==> src/spef_consts.vh <==
// Purpose: shared constants for the serial port error flag block
// Assumes: byte-wide register port, 4-bit register address
// Notes:   offsets are word indices on the plain register port
`ifndef SPEF_CONSTS_VH
`define SPEF_CONSTS_VH
// ==========================================================
// register offsets
`define SPEF_ADDR_CTRL      4'h0
`define SPEF_ADDR_DATA      4'h1
`define SPEF_ADDR_STAT      4'h2
`define SPEF_ADDR_IRQ_STAT  4'h3
`define SPEF_ADDR_IRQ_MASK  4'h4
`define SPEF_ADDR_AUX       4'h5
// ==========================================================
// control field positions and reset values
`define SPEF_BIT_WRITE_COLLISION_FLAG       7
`define SPEF_BIT_OVF        6
`define SPEF_BIT_EN         5
`define SPEF_BIT_CKP        4
`define SPEF_CTRL_RESET     8'h00
`define SPEF_BYTE_ZERO      8'h00
// ==========================================================
// mode field codes
`define SPEF_MODE_SLV_SS    4'h4
`define SPEF_MODE_SLV_NOSS  4'h5
// ==========================================================
// interrupt status bits
`define SPEF_IRQ_RX         0
`define SPEF_IRQ_WRITE_COLLISION_FLAG       1
`define SPEF_IRQ_OVF        2
`define SPEF_IRQ_BITS       3
// ==========================================================
// master clock half period in core cycles
`define SPEF_HALF_PERIOD    4
`define SPEF_LAST_BIT       3'h7
`endif

==> src/spef_sync.v <==
// Purpose: two-flop synchroniser with edge detect, one per bit
// Assumes: inputs are asynchronous to core_clk_i
// Notes:   edges come from the second and third flop only
module spef_sync #(
  parameter WIDTH = 3
) (
  // clock and reset
  input  wire             core_clk_i,
  input  wire             resetn_i,
  // asynchronous inputs
  input  wire [WIDTH-1:0] async_i,
  // synchronised outputs
  output wire [WIDTH-1:0] level_o,
  output wire [WIDTH-1:0] rise_o,
  output wire [WIDTH-1:0] fall_o
);

  genvar g;

  // ========================================================
  // per-bit synchroniser
  generate
    for (g = 0; g < WIDTH; g = g + 1)
    begin : g_bit
      reg meta_q;
      reg sync_q;
      reg prev_q;
      always @(posedge core_clk_i or negedge resetn_i)
      begin
        if (!resetn_i)
        begin
          meta_q <= 1'b0;
          sync_q <= 1'b0;
          prev_q <= 1'b0;
        end
        else
        begin
          meta_q <= async_i[g];
          sync_q <= meta_q;
          prev_q <= sync_q;
        end
      end
      assign level_o[g] = sync_q;
      assign rise_o[g]  = sync_q & ~prev_q;
      assign fall_o[g]  = ~sync_q & prev_q;
    end
  endgenerate

endmodule // spef_sync

==> src/spef_error_flags.v <==
// Purpose: serial port with write-collision and overflow flags
// Assumes: pins asynchronous; sck_i sampled by core_clk_i
// Notes:   i2c mode only shifts bytes; no start/stop handling
`include "spef_consts.vh"

module spef_error_flags #(
  parameter HALF_PERIOD = `SPEF_HALF_PERIOD
) (
  // clock and reset
  input  wire       core_clk_i,
  input  wire       resetn_i,
  // register port
  input  wire [3:0] addr_i,
  input  wire [7:0] wdata_i,
  input  wire       we_i,
  input  wire       re_i,
  output wire [7:0] rdata_o,
  // serial pins
  input  wire       sck_i,
  input  wire       sdi_i,
  input  wire       ss_n_i,
  output wire       sck_o,
  output wire       sck_oe_o,
  output wire       sdo_o,
  // interrupt
  output wire       irq_o
);

  // ========================================================
  // state
  reg [7:0]                ctrl_q;
  reg [7:0]                ctrl_d;
  reg [7:0]                buf_q;
  reg                      bf_q;
  reg [7:0]                shreg_q;
  reg                      in_bit_q;
  reg [2:0]                cnt_q;
  reg                      busy_q;
  reg                      mck_q;
  reg [7:0]                div_q;
  reg                      sdo_q;
  reg                      sck_oe_q;
  reg                      i2c_tx_q;
  reg [`SPEF_IRQ_BITS-1:0] ist_q;
  reg [`SPEF_IRQ_BITS-1:0] ist_d;
  reg [`SPEF_IRQ_BITS-1:0] mask_q;
  reg                      irq_q;
  reg [7:0]                rdata_q;

  wire [2:0] s_level;
  wire [2:0] s_rise;
  wire [2:0] s_fall;

  // ========================================================
  // pin synchronisers: sck, sdi, ss_n
  spef_sync #(
    .WIDTH (3)
  ) u_sync (
    .core_clk_i (core_clk_i),
    .resetn_i   (resetn_i),
    .async_i    ({ss_n_i, sdi_i, sck_i}),
    .level_o    (s_level),
    .rise_o     (s_rise),
    .fall_o     (s_fall)
  );

  wire s_sdi = s_level[1];
  wire s_ssn = s_level[2];

  // ========================================================
  // mode decode
  wire [3:0] mode      = ctrl_q[3:0];
  wire       enable    = ctrl_q[`SPEF_BIT_EN];
  wire       clock_polarity_bit       = ctrl_q[`SPEF_BIT_CKP];
  wire       is_master = (mode[3:2] == 2'b00);
  wire       is_slave  = (mode == `SPEF_MODE_SLV_SS) |
                         (mode == `SPEF_MODE_SLV_NOSS);
  wire       is_i2c    = ~is_master & ~is_slave;
  wire       use_ss    = (mode == `SPEF_MODE_SLV_SS);
  wire       slv_sel   = ~use_ss | ~s_ssn;

  // ========================================================
  // edge selection
  // in master and slave modes the leading edge leaves the idle level set by ckp; i2c leads on the rise
  // limitation: half period under 3 cycles outruns the sdi synchroniser
  wire div_tick = busy_q & (div_q == HALF_PERIOD - 1);
  wire m_lead   = div_tick & (mck_q == clock_polarity_bit);
  wire m_trail  = div_tick & (mck_q != clock_polarity_bit);
  wire s_lead   = clock_polarity_bit ? s_fall[0] : s_rise[0];
  wire s_trail  = clock_polarity_bit ? s_rise[0] : s_fall[0];

  reg lead;
  reg trail;
  always @*
  begin
    lead  = 1'b0;
    trail = 1'b0;
    if (enable)
    begin
      if (is_master)
      begin
        lead  = m_lead;
        trail = m_trail;
      end
      else if (is_slave)
      begin
        lead  = slv_sel & s_lead;
        trail = slv_sel & s_trail;
      end
      else
      begin
        lead  = s_rise[0];
        trail = s_fall[0];
      end
    end
  end

  // ========================================================
  // byte events
  wire [7:0] byte_in = {shreg_q[6:0], in_bit_q};
  wire       done    = trail & (cnt_q == `SPEF_LAST_BIT);
  wire       busy    = is_master ? busy_q : (cnt_q != 3'h0);
  wire       wr_buf  = we_i & (addr_i == `SPEF_ADDR_DATA);
  wire       rd_buf  = re_i & (addr_i == `SPEF_ADDR_DATA);
  wire       wr_ctrl = we_i & (addr_i == `SPEF_ADDR_CTRL);
  wire       rd_ist  = re_i & (addr_i == `SPEF_ADDR_IRQ_STAT);
  wire       i2c_tx  = is_i2c & i2c_tx_q;
  wire       write_collision_flag_evt = enable & wr_buf & busy;
  // master never flags overflow; i2c transmit leaves the flag alone
  wire       ovf_evt = done & bf_q & ~is_master & ~i2c_tx;
  // overflow drops the shifted byte, buffer keeps old data
  wire       load    = done & ~i2c_tx & (~bf_q | is_master);
  wire       start_m = enable & wr_buf & is_master & ~busy_q;
  wire       load_s  = enable & wr_buf & ~is_master & ~busy;

  // ========================================================
  // shift engine
  always @(posedge core_clk_i or negedge resetn_i)
  begin
    if (!resetn_i)
    begin
      shreg_q  <= `SPEF_BYTE_ZERO;
      in_bit_q <= 1'b0;
      cnt_q    <= 3'h0;
      busy_q   <= 1'b0;
      mck_q    <= 1'b0;
      div_q    <= 8'h00;
      sdo_q    <= 1'b0;
      sck_oe_q <= 1'b0;
    end
    else
    begin
      sck_oe_q <= enable & is_master;
      if (!enable)
      begin
        cnt_q  <= 3'h0;
        busy_q <= 1'b0;
        mck_q  <= clock_polarity_bit;
      end
      else
      begin
        if (start_m | load_s)
        begin
          shreg_q <= wdata_i;
          sdo_q   <= wdata_i[7];
        end
        if (start_m)
        begin
          busy_q <= 1'b1;
          cnt_q  <= 3'h0;
          div_q  <= 8'h00;
        end
        if (busy_q)
        begin
          div_q <= div_tick ? 8'h00 : div_q + 8'h01;
          if (div_tick)
            mck_q <= ~mck_q;
        end
        else
          mck_q <= clock_polarity_bit;
        if (lead)
          in_bit_q <= s_sdi;
        if (trail)
        begin
          shreg_q <= byte_in;
          sdo_q   <= shreg_q[6];
          cnt_q   <= cnt_q + 3'h1;
          if (done)
            busy_q <= 1'b0;
        end
        // deselect aborts a partial slave byte
        if (is_slave & use_ss & s_ssn)
          cnt_q <= 3'h0;
      end
    end
  end

  // ========================================================
  // buffer and buffer-full status
  always @(posedge core_clk_i or negedge resetn_i)
  begin
    if (!resetn_i)
    begin
      buf_q <= `SPEF_BYTE_ZERO;
      bf_q  <= 1'b0;
    end
    else
    begin
      if (load)
        buf_q <= byte_in;
      // a load in the read cycle keeps the buffer full
      if (load)
        bf_q <= 1'b1;
      else if (rd_buf)
        bf_q <= 1'b0;
    end
  end

  // ========================================================
  // control register with sticky flags
  always @*
  begin
    ctrl_d = wr_ctrl ? wdata_i : ctrl_q;
    // hardware set beats a software clear in the same cycle
    ctrl_d[`SPEF_BIT_WRITE_COLLISION_FLAG] = ctrl_d[`SPEF_BIT_WRITE_COLLISION_FLAG] | write_collision_flag_evt;
    ctrl_d[`SPEF_BIT_OVF]  = ctrl_d[`SPEF_BIT_OVF] | ovf_evt;
  end

  always @*
  begin
    ist_d = rd_ist ? {`SPEF_IRQ_BITS{1'b0}} : ist_q;
    ist_d[`SPEF_IRQ_RX]   = ist_d[`SPEF_IRQ_RX] | load;
    ist_d[`SPEF_IRQ_WRITE_COLLISION_FLAG] = ist_d[`SPEF_IRQ_WRITE_COLLISION_FLAG] | write_collision_flag_evt;
    ist_d[`SPEF_IRQ_OVF]  = ist_d[`SPEF_IRQ_OVF] | ovf_evt;
  end

  // ========================================================
  // registers and read port
  always @(posedge core_clk_i or negedge resetn_i)
  begin
    if (!resetn_i)
    begin
      ctrl_q   <= `SPEF_CTRL_RESET;
      ist_q    <= {`SPEF_IRQ_BITS{1'b0}};
      mask_q   <= {`SPEF_IRQ_BITS{1'b0}};
      i2c_tx_q <= 1'b0;
      irq_q    <= 1'b0;
      rdata_q  <= `SPEF_BYTE_ZERO;
    end
    else
    begin
      ctrl_q <= ctrl_d;
      ist_q  <= ist_d;
      irq_q  <= |(ist_q & mask_q);
      if (we_i & (addr_i == `SPEF_ADDR_IRQ_MASK))
        mask_q <= wdata_i[`SPEF_IRQ_BITS-1:0];
      if (we_i & (addr_i == `SPEF_ADDR_AUX))
        i2c_tx_q <= wdata_i[0];
      rdata_q <= `SPEF_BYTE_ZERO;
      if (re_i)
      begin
        case (addr_i)
          `SPEF_ADDR_CTRL:     rdata_q <= ctrl_q;
          `SPEF_ADDR_DATA:     rdata_q <= buf_q;
          `SPEF_ADDR_STAT:     rdata_q <= {6'h00, busy, bf_q};
          `SPEF_ADDR_IRQ_STAT: rdata_q <= {5'h00, ist_q};
          `SPEF_ADDR_IRQ_MASK: rdata_q <= {5'h00, mask_q};
          `SPEF_ADDR_AUX:      rdata_q <= {7'h00, i2c_tx_q};
          default:             rdata_q <= `SPEF_BYTE_ZERO;
        endcase
      end
    end
  end

  // ========================================================
  // outputs
  assign rdata_o  = rdata_q;
  assign sck_o    = mck_q;
  assign sck_oe_o = sck_oe_q;
  assign sdo_o    = sdo_q;
  assign irq_o    = irq_q;

endmodule // spef_error_flags

==> config.mk <==
export PLATFORM = sky130hd
export DESIGN_NAME = spef_error_flags
export DESIGN_NICKNAME = d
export VERILOG_FILES = /design/src/spef_sync.v /design/src/spef_error_flags.v
export VERILOG_INCLUDE_DIRS = /design/src
export SDC_FILE = /design/constraint.sdc
export NUM_CORES = 1
export LEC_CHECK = 0
export ABC_AREA = 0
export BUFFER_PORTS_ARGS = -buffer_cell sky130_fd_sc_hd__buf_2
export CAP_MARGIN = 0
export CORE_MARGIN = 8
export CORE_UTILIZATION = 51
export DETAILED_ROUTE_END_ITERATION = 8
export PLACE_DENSITY = 0.82
export SLEW_MARGIN = 20
export SYNTH_ARGS = -nofsm -noshare
export SYNTH_HDL_FRONTEND = slang
export SYNTH_SLANG_ARGS = --single-unit
==> constraint.sdc <==
create_clock -name core_clk_i -period 4.1 [get_ports core_clk_i]
set_clock_uncertainty 0.1 [all_clocks]
set_input_delay 0.41 -clock core_clk_i [delete_from_list [all_inputs] [get_ports core_clk_i]]
set_output_delay 0.41 -clock core_clk_i [all_outputs]
set_load 0.005 [all_outputs]
==> flow_metrics.py, run 1 <==
metrics = {
    "die": {
        "std_cell_rows": 28,
        "die_h_um": 92.7,
        "die_area_sq_mm": 0.00859,
        "start_util": 0.516,
        "dieWidth_um": 92.7,
        "core_sq_mm": 0.00582,
        "io_pins": 31,
    },
    "synth": {
        "postSynthCellCount": 256,
        "yosys_register_bits": 63,
        "async_flop_share": 1.00,
        "synth_ff_type": "dfrtp_1",
        "synthTopCellsByArea": "dfrtp_1 (53%), mux2i_1 (6.7%), mux2_4 (4.5%), mux2_2 (4.5%), nor2_1 (3.4%)",
        "synth_nets": 279,
        "synth_top_cell_area_share": 0.525,
        "netlist_area_sq_mm": 0.00300,
        "yosysTopAreaCell": "dfrtp_1",
        "ys_warn_count": 0,
        "yosysSeqAreaShare": 0.525,
        "synth_edf_count": 0,
        "synth.avg_cell_area_sq_um": 11.7,
        "ys_types": 49,
    },
    "cts": {
        "cts.repair.resized": 0,
        "cts.sinks": 63,
        "clkTransAtPathRegs_ns": 0.07,
        "cts_made_buffers": 9,
        "clock_path_buffers": 2,
        "cts_tree": "built",
        "htree_levels": 3,
        "post_cts_buffers": 0,
        "cts-root-buf": "clkbuf_8",
        "clk_latency_ns": 0.34,
    },
    "sta": {
        "finalHoldViolCount": 0,
        "finalCriticalPeriod_ns": 2.54,
        "finalSetupViolations": 0,
        "setup_slack_ns": 1.56,
        "fin_crit_sh": 0.619,
        "max_slew_margin": 0.510,
        "fmax_mhz": 394,
        "tns_ns": 0,
        "grt_setup_unrepaired": "false",
        "worstMarginPinSlew_ns": 0.734,
        "report.final.slew_viol_count": 0,
    },
    "worst_setup_path": {
        "start_kind": "register",
        "end_kind": "register",
        "slowest_delay_ns": 0.59,
        "cp_max_fo": 22,
        "path_cells": "nor4bb_4, mux2_4, a32oi_4, nor2_8, mux2_4",
        "r2r-end": "buf_q[1]",
        "critical_path.top_delay_family": "multiplexers",
        "crit_type": "reg2reg",
        "rr_startpoint": "ctrl_q[3]",
        "reg2regPathDepth": 5,
        "critPathSlowestCell": "a32oi_4",
        "worst-path-buf-inv": 0,
        "r2r_setup_slack_ns": 1.56,
        "worst_ep_required_time_ns": 4.23,
        "crit_arrival_ns": 2.67,
        "cpMostUsedCell": "mux2_4",
    },
    "global_route": {
        "grt_pass1_wl_mm": 10.5,
        "grt_pass1_vias": 2184,
        "antenna_found_initial": 0,
        "grt_overflow": 0,
        "grt_max_degree": 40,
        "grt_usage": 0.158,
    },
    "power_and_ir_drop": {
        "p_leak_nw": 1.65,
        "powerDensity_mw_per_mm2": 482,
        "total_power_w": 0.00164,
        "peakVddDrop_mv": 0.292,
    },
    "drt": {
        "first_pass_iters": 4,
        "num_vias": 2006,
        "drtIter0Drc": 87,
        "remaining_drc_errors": 0,
        "post_drt_via_cell_ratio": 5.44,
        "wl_per_cell_um": 16.6,
        "ant_nets": 0,
        "drt-total-wl_mm": 6.12,
    },
    "cells_and_area": {
        "area_growth_pct": 13.3,
        "final_nets": 312,
        "final_common_cell": "dfrtp_1",
        "layout.cells.non_filler": 369,
        "final_util": 0.584,
        "diodes": 0,
        "drive_above_1_share": 0.248,
        "mostFrequentLayoutCells": "dfrtp_1 (63), buf_2 (30), nor2_1 (27), mux2i_1 (20), nand2_1 (14)",
    },
    "min_path": {
        "hold_end": "u_sync.g_bit[2].meta_q",
        "hold_class": "in2reg",
        "hold_path_depth": 1,
        "worst_hold_startpoint": "ss_n_i",
    },
    "placement": {
        "port_buffers": 30,
        "post-place-ws_ns": 1.54,
        "gp_congestion": 0.815,
        "dp_cells": 352,
        "place_hpwl_mm": 4.47,
    },
    "flow_run": {
        "maxCapViolCount": 0,
    },
    "status": {
        "status": "complete, no violations",
    },
}
## synthesized netlist by cell type (all sizes together), types with 2 or more instances
library cell	instances
xnor2	4
nor4b	4
xor2	4
buf	9
mux2	21
nand3b	3
dfrtp	63
o21ai	13
nor3	7
a21boi	3
a21oi	11
nand2b	3
nor2	28
nand3	7
nand4	4
or4	2
or2	2
mux2i	20
nand2	14
ha	4
inv	8
nor2b	2
and2	3
## metrics by stage
stage / hold WS (ns) / area [sq um]
global placement: 0.232 / 3200
floorplan: 0.0144 / 3000
finish: 0.0719 / 3400
CTS: 0.0545 / 3400
global route: 0.0576 / 3400
detailed placement: 0.239 / 3200
## power breakdown
group | total (W) | internal [W] | leakage (nW) | switching (W)
sequential | 0.000830 | 0.000720 | 0.792 | 0.000110
clock | 0.000528 | 0.000295 | 0.100 | 0.000234
combinational | 0.000279 | 0.000139 | 0.757 | 0.000140
total | 0.00164 | 0.00115 | 1.65 | 0.000484
## layer usage
metal  wire length (um)  share of wire  GRT usage
met4                 91          0.015     0.0671
met5                  0              0          0
met1               2640           0.43      0.184
met2               3040           0.50      0.257
met3                345          0.056     0.0583
## kinds of logic (layout without fill, tap and decap cells)
family	count (synthesis)	after routing	share of synthesized area
buffers and inverters	18	56	0.0279
xor gates and xnor gates	8	8	0.0234
muxes	42	42	0.164
and+or+nand+nor	84	84	0.161
adders and majority gates	4	4	0.0167
DFF	63	63	0.525
AOI/OAI and AO/OA	37	37	0.0817
## timing repair
action | 4_1_cts | 5_1_grt
endpoints found under the setup margin | 0 | 0
hold buffers | 1 | 0
endpoints found under the hold margin | 24 | 0
## registers in the layout, summed over array words and instances, names as in the netlist
signal / count
bf_q: 1
buf_q: 8
busy_q: 1
cnt_q: 3
ctrl_q: 8
div_q: 8
i2c_tx_q: 1
in_bit_q: 1
irq_o: 1
ist_q: 3
mask_q: 3
rdata_o: 8
sck_o: 1
sck_oe_o: 1
sdo_o: 1
shreg_q: 7
u_sync.g_bit.meta_q: 3
u_sync.g_bit.prev_q: 1
u_sync.g_bit.sync_q: 3
## layout make-up
cell class              count  area (sq um)
inverters                   8          30.0
multi-input cells         175          1340
well taps                  75          93.8
flip-flops and latches     63          1580
clock inverters             4          45.0
clock buffers              12           145
repair buffers             32           168
fillers                   496          2420
## worst max path at each step
| stage | cells past startpoint | from | endpoint |
|---|---|---|---|
| after floorplan | 6 | ctrl_q[3] | buf_q[0] |
| after global placement | 5 | ctrl_q[3] | buf_q[6] |
| after detailed placement | 5 | ctrl_q[3] | buf_q[1] |
| after CTS | 5 | ctrl_q[3] | buf_q[1] |
| after global routing | 5 | ctrl_q[3] | buf_q[4] |
| final | 5 | ctrl_q[3] | buf_q[1] |
(Power assumes the default switching activity.)
==> run 2: changes to the inputs <==
--- a/config.mk
+++ b/config.mk
@@ -12,7 +12,7 @@
 export CORE_MARGIN = 8
 export CORE_UTILIZATION = 51
 export DETAILED_ROUTE_END_ITERATION = 8
-export PLACE_DENSITY = 0.82
+export PLACE_DENSITY = 0.84
 export SLEW_MARGIN = 20
 export SYNTH_ARGS = -nofsm -noshare
 export SYNTH_HDL_FRONTEND = slang
==> constraint.sdc (replaced) <==
create_clock -name core_clk_i -period 2.3 [get_ports core_clk_i]
set_clock_uncertainty 0.1 [all_clocks]
set_input_delay 0.23 -clock core_clk_i [delete_from_list [all_inputs] [get_ports core_clk_i]]
set_output_delay 0.23 -clock core_clk_i [all_outputs]
set_load 0.005 [all_outputs]
==> run 2 against run 1 <==
Effect of this change: hold slack worse by 0.035 ns; largest power group unchanged; routed wire length up 4.7%; die area unchanged; worst setup slack worse by 1.4 ns; sequential power up 75%; utilization up 2.8 points; cell area up 4.8%.
==> flow_metrics.py, run 2 (synthesis gave the netlist of run 1 again) <==
metrics = {
    "status": {
        "status": "complete, no violations",
    },
    "sta": {
        "fmax_mhz": 462,
        "worstMarginPinSlew_ns": 0.492,
        "finalSetupViolations": 0,
        "grt_setup_unrepaired": "false",
        "report.final.slew_viol_count": 0,
        "finalCriticalPeriod_ns": 2.16,
        "fin_crit_sh": 0.941,
        "tns_ns": 0,
        "finalHoldViolCount": 0,
        "max_slew_margin": 0.672,
    },
    "die": {
        "dieWidth_um": 92.7,
        "core_sq_mm": 0.00582,
        "die_area_sq_mm": 0.00859,
        "die_h_um": 92.7,
        "std_cell_rows": 28,
        "io_pins": 31,
        "start_util": 0.516,
    },
    "worst_setup_path": {
        "start_kind": "register",
        "cp_max_fo": 21,
        "end_kind": "register",
        "worst_ep_required_time_ns": 2.41,
        "crit_type": "reg2reg",
        "r2r_setup_slack_ns": 0.14,
        "crit_arrival_ns": 2.27,
    },
    "global_route": {
        "gr-usage-met2": 0.257,
        "antenna_found_initial": 0,
        "grt.busiest_layer": "met2",
        "grt_usage": 0.161,
        "grt_pass1_wl_mm": 10.8,
        "met1_usage": 0.196,
        "grt_max_degree": 64,
        "grtUsageMet3": 0.0437,
        "grt_pass1_vias": 2204,
        "grt_overflow": 0,
    },
    "placement": {
        "gp_congestion": 0.861,
        "port_buffers": 30,
        "place_hpwl_mm": 4.36,
    },
    "cts": {
        "cts.sinks": 63,
        "cts_tree": "built",
        "post_cts_buffers": 0,
        "cts-root-buf": "clkbuf_8",
        "clkTransAtPathRegs_ns": 0.08,
        "cts_made_buffers": 9,
        "htree_levels": 3,
        "clock_path_buffers": 2,
        "clk_latency_ns": 0.34,
    },
    "power_and_ir_drop": {
        "netSwitchingFraction": 0.286,
        "internal-power_w": 0.00229,
        "pwr-share-seq": 0.453,
        "p_sw_w": 0.000920,
        "pwr-share-clk": 0.365,
        "peakVddDrop_mv": 0.481,
        "powerDensity_mw_per_mm2": 902,
        "p_comb_frac": 0.183,
        "p_leak_nw": 1.73,
        "total_power_w": 0.00321,
    },
    "drt": {
        "remaining_drc_errors": 0,
        "num_vias": 2119,
        "ant_nets": 0,
        "wl_per_cell_um": 16.9,
        "drt-total-wl_mm": 6.41,
        "post_drt_via_cell_ratio": 5.58,
        "drtIter0Drc": 119,
        "first_pass_iters": 4,
    },
    "min_path": {
        "hold_class": "in2reg",
    },
    "cells_and_area": {
        "multiInputGateArea_sq_mm": 0.00135,
        "ff_latch_area_sq_mm": 0.00158,
        "area_growth_pct": 18.7,
        "drive_above_1_share": 0.275,
        "final_common_cell": "dfrtp_1",
        "mostFrequentLayoutCells": "dfrtp_1 (63), buf_2 (30), nor2_1 (27), mux2i_1 (20), nand2_1 (14)",
        "final_util": 0.612,
        "fillers": 475,
        "final_nets": 323,
        "diodes": 0,
    },
    "flow_run": {
        "maxCapViolCount": 0,
    },
}
==> run 2: path summary, 6_finish.rpt <==
| path | startpoint | end | cells after the start |
|---|---|---|---|
| max | ctrl_q[2] | ctrl_q[6] | 5 |
| min | wdata_i[7] | ctrl_q[7] | 3 |
| max reg2reg | ctrl_q[2] | ctrl_q[6] | 5 |
| min reg2reg | u_sync.g_bit[2].meta_q | u_sync.g_bit[2].sync_q | 0 |
| max in group asynchronous | resetn_i | div_q[6] | 3 |
| min in group asynchronous | resetn_i | rdata_o[2] | 3 |
==> run 2: per-stage QoR <==
stage | cell area [sq um] | setup slack (ns) | hold slack, ns | instances
finish | 3560 | 0.136 | 0.0366 | 380
global route | 3560 | 0.0101 | 0.0366 | 380
CTS | 3550 | 0.148 | 0.0272 | 380
detailed placement | 3270 | 0.152 | 0.166 | 360
global placement | 3270 | 0.196 | 0.164 | 360
floorplan | 3000 | 0.268 | -0.166 | 256
==> run 2: power by group through the flow <==
stage                     Clock (W)  Sequential [W]  Combinational, W
final                       0.00117         0.00145          0.000586
after floorplan                   0         0.00143          0.000399
after global routing        0.00125         0.00148          0.000653
after global placement            0         0.00146          0.000545
after CTS                   0.00119         0.00145          0.000582
after detailed placement          0         0.00147          0.000568
==> run 2: critical path: stages (launching register included) <==
cell and delay (ns):
dfrtp_1 0.54, nor4bb_4 0.32, mux2_4 0.35, a32oi_4 0.25, buf_4 0.31, o21ai_0 0.16
==> run 2: what timing repair did <==
action,CTS,global route
hold buffers,4,0
resized for setup,0,1
setup endpoints to repair,0,8
hold endpoints to repair,66,0
==> run 2: cell type report <==
| cell class | instances | area share |
|---|---|---|
| sequential | 63 | 0.443 |
| multi-input combinational | 175 | 0.378 |
| timing repair buffer | 43 | 0.0759 |
| clock buffer | 9 | 0.0348 |
| clock inverter | 7 | 0.0337 |
| tap | 75 | 0.0264 |
| inverter | 8 | 0.00843 |
==> run 2: layer usage <==
layer | up-vias | share of wire | wire length [um]
li1 | 1001 | - | -
met1 | 1046 | 0.41 | 2610
met2 | 63 | 0.51 | 3250
met3 | 9 | 0.071 | 457
met4 | 0 | 0.015 | 98
met5 | - | 0 | 0
